[src/shared/drw_map.svh]
// Purpose: register offsets, field positions and reset values
// Assumes: one 32-bit register per aligned word
// Notes: definitions only
`ifndef DRW_MAP_SVH
`define DRW_MAP_SVH

`define DRW_ADDR_W 8
`define DRW_OFS_AREA_CTL 8'h00
`define DRW_OFS_CHAN_CTL 8'h04
`define DRW_OFS_IRQ_STAT 8'h08
`define DRW_OFS_IRQ_MASK 8'h0C
`define DRW_OFS_SRC_ADDR 8'h10
`define DRW_OFS_DST_ADDR 8'h14

`define DRW_SRC_IE_BIT 15
`define DRW_SRC_SIZE_HI 12
`define DRW_SRC_SIZE_LO 8
`define DRW_DST_IE_BIT 7
`define DRW_DST_SIZE_HI 4
`define DRW_DST_SIZE_LO 0

`define DRW_TE_BIT 0
`define DRW_FLAG_BIT 1

`define DRW_ST_SRC_OVF 0
`define DRW_ST_DST_OVF 1
`define DRW_ST_STOP 2

`define DRW_AREA_MAX 5'h1B
`define DRW_RST_SIZE 5'h00
`define DRW_RST_ADDR 32'h00000000
`define DRW_RST_BITS 3'h0

`endif

[src/shared/drw_pkg.sv]
// Purpose: types and area decode for the repeat-area wrap block
// Assumes: drw_map.svh on the include path
// Notes: nothing here holds state
`default_nettype none
`include "drw_map.svh"

package drw_pkg;

    typedef enum logic [0:0] {
        DRW_RUN,
        DRW_DEFER
    } drw_phase_t;

    typedef struct packed {
        logic [4:0] src_size;
        logic src_ie;
        logic [4:0] dst_size;
        logic dst_ie;
        logic te;
        logic flag;
        logic [2:0] stat;
        logic [2:0] mask;
        logic [31:0] src_addr;
        logic [31:0] dst_addr;
        logic [31:0] rdata;
        drw_phase_t phase;
    } drw_state_t;

    // low-bit mask of the area; zero for none or a prohibited code
    function automatic logic [31:0] area_mask(input logic [4:0] code);
        logic [31:0] m;
        m = 32'h00000000;
        if (code != 5'h00 && code <= `DRW_AREA_MAX)
        begin
            m = (32'h00000001 << code) - 32'h00000001;
        end
        return m;
    endfunction : area_mask

endpackage : drw_pkg

`default_nettype wire

[src/drw_addr_wrap.sv]
// Purpose: one address step with repeat-area wrap
// Assumes: step of 1, 2 or 4 bytes by access size
// Notes: purely combinational
`timescale 1ns/1ps
`default_nettype none

module drw_addr_wrap (
    input wire logic [31:0] addr_i,
    input wire logic [1:0] size_i,
    input wire logic dec_i,
    input wire logic [4:0] area_code_i,
    output logic [31:0] addr_o,
    output logic ovf_o
);

    logic [31:0] mask;
    logic [31:0] step;
    logic [31:0] sum;

    always_comb
    begin
        mask = drw_pkg::area_mask(area_code_i);
        case (size_i)
            2'h0: step = 32'h00000001;
            2'h1: step = 32'h00000002;
            default: step = 32'h00000004;
        endcase
        sum = dec_i ? (addr_i - step) : (addr_i + step);
        // a carry out of the low bits leaves the area
        ovf_o = (mask != 32'h00000000) &&
                ((sum & ~mask) != (addr_i & ~mask));
        // no carry out: high bits already match, or no area
        if (!ovf_o)
        begin
            addr_o = sum;
        end
        else if (dec_i)
        begin
            addr_o = addr_i | mask;
        end
        else
        begin
            addr_o = addr_i & ~mask;
        end
    end

endmodule : drw_addr_wrap

`default_nettype wire

[src/drw_top.sv]
// Purpose: per-channel repeat-area wrap, overflow stop and registers
// Assumes: sequencer pulses one update per transferred unit
// Notes: plain register port, read data one cycle after the strobe
//
// Notes on behaviour
// - source area size field in bits 12..8
// - destination area size field in bits 4..0
// - inside an area only low bits change
// - area sizes are powers of two bytes
// - overflow wraps to area start or end
// - source overflow may request interrupt when enabled
// - enabled destination overflow clears transfer enable
// - that overflow sets the overflow status flag
// - block mode defers request until block ends
// - re-enabling resumes from the stopped state
// - no destination area ignores its enable
// - destination enable low means no request
// - bits 6 and 5 read zero
// - size code decode, 111xx prohibited
// - enabled source overflow stops and flags
`timescale 1ns/1ps
`default_nettype none
`include "drw_map.svh"

module drw_top (
    input wire logic ref_clk_i,
    input wire logic rst_i,
    input wire logic [7:0] reg_addr_i,
    input wire logic [31:0] reg_wdata_i,
    input wire logic reg_wr_i,
    input wire logic reg_rd_i,
    output logic [31:0] reg_rdata_o,
    input wire logic src_upd_i,
    input wire logic src_dec_i,
    input wire logic dst_upd_i,
    input wire logic dst_dec_i,
    input wire logic [1:0] access_size_i,
    input wire logic block_mode_i,
    input wire logic block_done_i,
    output logic [31:0] src_addr_o,
    output logic [31:0] dst_addr_o,
    output logic channel_transfer_enable_o,
    output logic area_overflow_status_flag_o,
    output logic irq_o
);

    // ------------------------------------------------------------
    // state and wrap paths
    // ------------------------------------------------------------
    drw_pkg::drw_state_t q;
    drw_pkg::drw_state_t d;

    logic [31:0] cur_addr [2];
    logic [31:0] nxt_addr [2];
    logic [4:0] area_code [2];
    logic dec_sel [2];
    logic ovf [2];

    assign cur_addr[0] = q.src_addr;
    assign cur_addr[1] = q.dst_addr;
    assign area_code[0] = q.src_size;
    assign area_code[1] = q.dst_size;
    assign dec_sel[0] = src_dec_i;
    assign dec_sel[1] = dst_dec_i;

    genvar gi;
    generate
        for (gi = 0; gi < 2; gi++)
        begin : g_wrap
            drw_addr_wrap u_wrap (
                .addr_i(cur_addr[gi]),
                .size_i(access_size_i),
                .dec_i(dec_sel[gi]),
                .area_code_i(area_code[gi]),
                .addr_o(nxt_addr[gi]),
                .ovf_o(ovf[gi])
            );
        end
    endgenerate

    logic src_ev;
    logic dst_ev;
    logic src_req;
    logic dst_req;
    logic stop_req;

    always_comb
    begin
        src_ev = q.te && src_upd_i && ovf[0];
        dst_ev = q.te && dst_upd_i && ovf[1];
        // enable counts only with an area selected
        src_req = src_ev && q.src_ie &&
                  (drw_pkg::area_mask(q.src_size) != 32'h00000000);
        dst_req = dst_ev && q.dst_ie &&
                  (drw_pkg::area_mask(q.dst_size) != 32'h00000000);
        stop_req = src_req || dst_req;
    end

    // ------------------------------------------------------------
    // next state
    // ------------------------------------------------------------
    always_comb
    begin
        d = q;
        d.rdata = 32'h00000000;

        // register writes
        if (reg_wr_i)
        begin
            case (reg_addr_i)
                `DRW_OFS_AREA_CTL:
                begin
                    d.src_size = reg_wdata_i[`DRW_SRC_SIZE_HI:`DRW_SRC_SIZE_LO];
                    d.src_ie = reg_wdata_i[`DRW_SRC_IE_BIT];
                    d.dst_size = reg_wdata_i[`DRW_DST_SIZE_HI:`DRW_DST_SIZE_LO];
                    d.dst_ie = reg_wdata_i[`DRW_DST_IE_BIT];
                end
                `DRW_OFS_CHAN_CTL:
                begin
                    d.te = reg_wdata_i[`DRW_TE_BIT];
                    if (!reg_wdata_i[`DRW_FLAG_BIT])
                    begin
                        d.flag = 1'b0;
                    end
                end
                `DRW_OFS_IRQ_MASK: d.mask = reg_wdata_i[2:0];
                `DRW_OFS_SRC_ADDR: d.src_addr = reg_wdata_i;
                `DRW_OFS_DST_ADDR: d.dst_addr = reg_wdata_i;
                default: d.rdata = 32'h00000000;
            endcase
        end

        // register reads
        if (reg_rd_i)
        begin
            case (reg_addr_i)
                `DRW_OFS_AREA_CTL:
                begin
                    d.rdata[`DRW_SRC_IE_BIT] = q.src_ie;
                    d.rdata[`DRW_SRC_SIZE_HI:`DRW_SRC_SIZE_LO] = q.src_size;
                    d.rdata[`DRW_DST_IE_BIT] = q.dst_ie;
                    d.rdata[`DRW_DST_SIZE_HI:`DRW_DST_SIZE_LO] = q.dst_size;
                    // bits 6 and 5 stay zero
                    d.rdata[6:5] = 2'h0;
                end
                `DRW_OFS_CHAN_CTL:
                begin
                    d.rdata[`DRW_TE_BIT] = q.te;
                    d.rdata[`DRW_FLAG_BIT] = q.flag;
                end
                `DRW_OFS_IRQ_STAT:
                begin
                    d.rdata[2:0] = q.stat;
                    d.stat = `DRW_RST_BITS;
                end
                `DRW_OFS_IRQ_MASK: d.rdata[2:0] = q.mask;
                `DRW_OFS_SRC_ADDR: d.rdata = q.src_addr;
                `DRW_OFS_DST_ADDR: d.rdata = q.dst_addr;
                default: d.rdata = 32'h00000000;
            endcase
        end

        // address updates, wrap inside the area
        if (q.te && src_upd_i)
        begin
            d.src_addr = nxt_addr[0];
        end
        if (q.te && dst_upd_i)
        begin
            d.dst_addr = nxt_addr[1];
        end

        // overflow stop, deferred in block mode
        case (q.phase)
            drw_pkg::DRW_RUN:
            begin
                if (stop_req && (!block_mode_i || block_done_i))
                begin
                    d.te = 1'b0;
                    d.flag = 1'b1;
                end
                else if (stop_req)
                begin
                    d.phase = drw_pkg::DRW_DEFER;
                end
            end
            drw_pkg::DRW_DEFER:
            begin
                if (block_done_i)
                begin
                    d.te = 1'b0;
                    d.flag = 1'b1;
                    d.phase = drw_pkg::DRW_RUN;
                end
            end
            default: d.phase = drw_pkg::DRW_RUN;
        endcase

        // events set status after any read clear
        if (src_ev)
        begin
            d.stat[`DRW_ST_SRC_OVF] = 1'b1;
        end
        if (dst_ev)
        begin
            d.stat[`DRW_ST_DST_OVF] = 1'b1;
        end
        if (d.flag && !q.flag)
        begin
            d.stat[`DRW_ST_STOP] = 1'b1;
        end
    end

    // ------------------------------------------------------------
    // registers
    // ------------------------------------------------------------
    always_ff @(posedge ref_clk_i)
    begin
        if (rst_i)
        begin
            q.src_size <= `DRW_RST_SIZE;
            q.src_ie <= 1'b0;
            q.dst_size <= `DRW_RST_SIZE;
            q.dst_ie <= 1'b0;
            q.te <= 1'b0;
            q.flag <= 1'b0;
            q.stat <= `DRW_RST_BITS;
            q.mask <= `DRW_RST_BITS;
            q.src_addr <= `DRW_RST_ADDR;
            q.dst_addr <= `DRW_RST_ADDR;
            q.rdata <= `DRW_RST_ADDR;
            q.phase <= drw_pkg::DRW_RUN;
        end
        else
        begin
            q <= d;
        end
    end

    assign reg_rdata_o = q.rdata;
    assign src_addr_o = q.src_addr;
    assign dst_addr_o = q.dst_addr;
    assign channel_transfer_enable_o = q.te;
    assign area_overflow_status_flag_o = q.flag;
    assign irq_o = |(q.stat & q.mask);
endmodule : drw_top

`default_nettype wire

[config.mk]
export PLATFORM = sky130hd
export DESIGN_NAME = drw_top
export DESIGN_NICKNAME = d
export VERILOG_FILES = /design/src/shared/drw_pkg.sv /design/src/drw_addr_wrap.sv /design/src/drw_top.sv
export VERILOG_INCLUDE_DIRS = /design/src /design/src/shared
export SDC_FILE = /design/constraint.sdc
export NUM_CORES = 1
export LEC_CHECK = 0
export ABC_AREA = 1
export BUFFER_PORTS_ARGS = -buffer_cell sky130_fd_sc_hd__clkbuf_2
export CORE_ASPECT_RATIO = 0.9
export CORE_MARGIN = 4
export CORE_UTILIZATION = 33
export CTS_CLUSTER_SIZE = 14
export DETAILED_ROUTE_END_ITERATION = 10
export PLACE_DENSITY = 0.52
export SLEW_MARGIN = 25
export SYNTH_ARGS = -nofsm -noshare
export SYNTH_HDL_FRONTEND = slang
export SYNTH_SLANG_ARGS = --single-unit
[constraint.sdc]
create_clock -name ref_clk_i -period 4.6 [get_ports ref_clk_i]
set_input_delay 0.46 -clock ref_clk_i [delete_from_list [all_inputs] [get_ports ref_clk_i]]
set_output_delay 0.46 -clock ref_clk_i [all_outputs]
set_load 0.05 [all_outputs]
Yosys cells after proc, flatten, opt, wreduce, memory -nomap -nowiden. Cells that the tools add are included.

$add $sub $neg: 6. Magnitude comparators: 2. Eq/ne operators: 8. Shift-type cells: 2. Multiplexer cells: 36. Bitwise operators: 10. Reductions and logical operators: 44.

Operator list (count): 32-bit 2-to-1 mux (13); 32-bit AND (4); 96-bit 2-to-1 mux (1); 32-bit inequality test (2); 32-bit NOT (2); 32-bit OR (2); 32-bit nonzero test (2); 1-bit by 5-bit left shift with 32-bit output (first input constant) (2); 32-bit by 1-bit subtractor with 32-bit output (second input constant) (2); 16-bit case mux with 3 select lines (1); 10-bit case mux with 4 select lines (1); 32-bit by 3-bit adder with 32-bit output (1); 32-bit adder (1); 32-bit by 3-bit subtractor with 32-bit output (1); 32-bit subtractor (1); 2-bit nonzero test (10); 8-bit by 4-bit == test with 1-bit output (second input constant) (2); 8-bit by 5-bit == test with 1-bit output (second input constant) (2); 1-bit logical AND (14); 2-bit AND reduction (7); 2-bit case mux with 6 select lines (1); 5-bit less-or-equal comparator (second input constant) (2); 5-bit nonzero test (2); 8-bit by 3-bit == test with 1-bit output (second input constant) (1); 18 further kinds (31).

Bits in registers: 117. Output and inout port bits: 99. Logic and storage cells: 122.

Longest topological paths before layout.
Depth in word-level cells: 17. Mapped depth: 31. Mapped depth without buffers: 30.

Cells and area by module. A second synthesis with hierarchy kept.

Cell total of the unflattened synthesis: 2836. Area, all modules: 15554.9 µm².

Modules (own cells, without submodules): drw_addr_wrap (times used 2, cells each 1025, area each 4750.8 µm²); drw_top (times used 1, cells each 786, area each 6053.3 µm²).

Worst setup path before layout. OpenSTA, ideal clock, no wires.

Path kind: input -> register. Start point: input access_size_i[0]. End point: register (tool-made name). Setup time: 70 ps. Data arrival time: 3494 ps. Required time: 4530 ps. Slack: 1037 ps. Stages: 26. Path buffers: 2. Cells stage by stage: nor2_1 inv_1 ha_1 o21ai_0 inv_1 fa_1 inv_1 nand3_1 nand2_1 nand2_1 nand2_1 xor2_1 xor2_1 nand2_1 nand2_1 nor2_1 nand2_1 nor2_1 nand3_4 nand2_4 buf_6 buf_6 nand2_1 nand3_1 o21ai_1 a21oi_1.

RTL lines: start: declaration (RTL line drw_top.sv:37) `input wire logic [1:0] access_size_i,`.

==> results.md <==
- Status: finished, final reports clean
- H-tree depth: 4
- DRT Wirelength: between 60 and 70 mm
- Clock transition at path regs: 60 ps
- Cell with the most instances after synthesis: nand2_1
- #FFs+latches synth: 117
- Max FO, Critical Path: 17
- Worst Hold Class: in2reg
- Top cell type's share of synthesized area: 25.6%
- Fmax: about 240 MHz
- Static Leak: roughly 9 nW
- Port bufs: 150
- P&R area growth vs syn: 8.28%
- Place WS: -38.3 ps
- Post-CTS Repair Setup Buffers: 0
- RSZ-0062 raised after global routing: no
- Initial core utilization: 33.6%
- Post-synth top cells: 1049 x nand2_1, 407 x inv_1, 313 x nor2_1
- Post-CTS Hold Fix Bufs: 0
- Setup TNS: 0 ps
- CTS tree: built
- Top FF cell, synth: dfxtp_1
- Critical path class: in2reg
- Total GRT Usage: about a quarter
- Rel. slew slack: 37.2%
- Final HPWL DP: between 50 and 60 mm
- Layout Nets: 3028
- Avg Inst Size Synth: 5.35 sq um
- CTS Sinks: 117
- Final Non-Filler Cells: 3529
- Fin. max-slew vios: 0
- Via count: 18000
- Post-synth EDFFs: 0
- Count of cell types in the netlist: 46
- Root Driver: clkbuf_16
- Sequential cell area: 2340 sq um
- Synth Cell Area: approximately 15000 sq um
- Initial drt markers: 1705
- Yosys warning count: 0
- Startpoint Class: primary input
- Share of layout cells above drive strength 1: 9.59%
- Drt drc: 0
- WL/cell: 18.3 um
- Final min period: 4200 ps
- # Max-Cap Violations: 0
- Top cells by area, synth: nand2_1 26%, dfxtp_1 15%, inv_1 9.9%
- Clk_lat worst skew: 440 ps
- Setup ws final: between 400 and 500 ps
- Gr ovfl total: 0
- GP Congestion: 0.990
- Antenna Diode Count: 0
- Core footprint: 45700 sq um
- Seq/Total Area, Yosys: 15.2%
- Post-Syn Instances: 2875
- Arrival time worst endpoint: 4560 ps
- DIE AREA: 50100 sq um
- Fillers: approximately 5300
- First-pass DRT Iterations: 5
- Antenna violations before repair: 1
- CP endpoint kind: register
- Cell Pwr Density: 167 nW/um^2
- Synth area leader: nand2_1
- Die width: 235 um
- CP required: 4960 ps
- Multi-input logic area: 10300 sq um
- TritonCTS Buffers: 17
- Tcrit/Tclk final: 91.3%
- Largest net degree at the start of global routing: 82
- Die Ht: 213 um
- Post-Place Cells: about 3500
- Post-route antenna net violation count: 0
- Worst slew pin tran: between 900 and 1000 ps
- Fin. Hold Viols: 0
- Syn nets: 2994
- Num rows: 74
- Endpoints failing setup: 0
- Ys async rst share: 0%
- Worst vdd ir: about 0.23 mV
- Via density: 5.11
- Vias in the first global route: 16600
- First-pass GRT wire length: ~100 mm
- Clock Tree Buf Depth: 2
- Top Ports: 151
- Clock Skews: around 11 ps
worst max-delay path: stages:
cell and delay (ps):
clkbuf_2 90, nor2_1 130, inv_1 60, ha_1 320, o21ai_1 260, inv_1 100, fa_1 440, inv_1 90
nand3_1 70, nand2_1 160, nand2_1 70, nand2_1 190, xor2_1 270, xor2_1 100, nand2_1 70, nand2_1 80
nor2_1 110, nand2_1 60, nor2_1 290, nand3_4 130, nand2_4 210, inv_2 140, nand2_1 140, nand2_1 160
inv_1 170, nand2_1 60, a21oi_1 120
timing repair:
item	4_1_cts	5_1_grt
gates resized for setup	0	1
setup endpoints to repair	0	9
endpoints found under the hold margin	0	0
final timing paths:
check / start / to / slack, ps / cells past startpoint
setup / recovery: access_size_i[0] / register / 400 / 27
hold / removal: reg_wdata_i[0] / channel_transfer_enable_o / 330 / 3
setup reg to reg: area_code[2] / register / 420 / 23
hold reg to reg: q[100] / q[100] / 510 / 2
cells by family (layout without fill, tap and decap cells):
family | after synthesis | after routing | synth area share, %
AOI/OAI and AO/OA | 260 | 260 | 9.04
xor gates and xnor gates | 59 | 59 | 4.19
adders and majority gates | 67 | 67 | 5.55
buffers and inverters | 604 | 650 | 17.8
DFF | 117 | 117 | 15.2
muxes | 1 | 1 | 0.0651
and+or+nand+nor | 1767 | 1767 | 48.1
cells in the final DEF, fill, tap and decap left out, types with 6 or more instances in the layout:
cell type	n
nand2_1	1049
inv_1	407
nor2_1	313
nand3_1	255
a21oi_1	152
clkbuf_2	150
dfxtp_1	117
nand4_1	77
ha_1	65
o21ai_0	55
xor2_1	42
buf_4	41
o21ai_1	20
inv_2	18
clkbuf_16	17
or2_2	16
nor3_1	13
nand3b_1	10
nor2_2	9
xnor2_1	8
and2_1	8
o211ai_1	6
nor2_4	6
o21bai_1	6
xnor3_1	6
layer usage:
metal,track usage [%],wire [um],vias up,share of wire (%)
li1,-,-,9003,-
met1,36.5,31700,8302,49
met2,38.1,26800,671,42
met3,4.31,4700,63,7.3
met4,5.20,1220,0,1.9
met5,0,0,-,0
through the flow:
| step | hold slack (ps) | cell area, sq um | total power, mW | utilization [%] |
|---|---|---|---|---|
| after global placement | 486 | 16100 | 1.48 | 35.2 |
| after detailed placement | 496 | 16100 | 1.48 | 35.2 |
| after floorplan | 459 | 15400 | 1.33 | - |
| after global routing | 329 | 16600 | 2.89 | 36.4 |
| final | 333 | 16600 | 2.78 | 36.4 |
| after CTS | 311 | 16600 | 2.79 | 36.4 |
layout make-up:
class | count | share of cell area, %
well taps | 608 | 4.57
flip-flops and latches | 117 | 14.1
clock buffers | 22 | 2.85
repair buffers | 193 | 6.60
clock inverters | 9 | 0.474
multi-input cells | 2154 | 61.8
inverters | 426 | 9.61
power by group:
group / total, mW / switching, mW / internal [mW]
registers: 1.02 / 0.00324 / 1.01
logic: 0.447 / 0.300 / 0.147
clock network: 1.31 / 0.537 / 0.778
total: 2.78 / 0.841 / 1.94
Note: power is estimated with default switching activity, not from simulation.
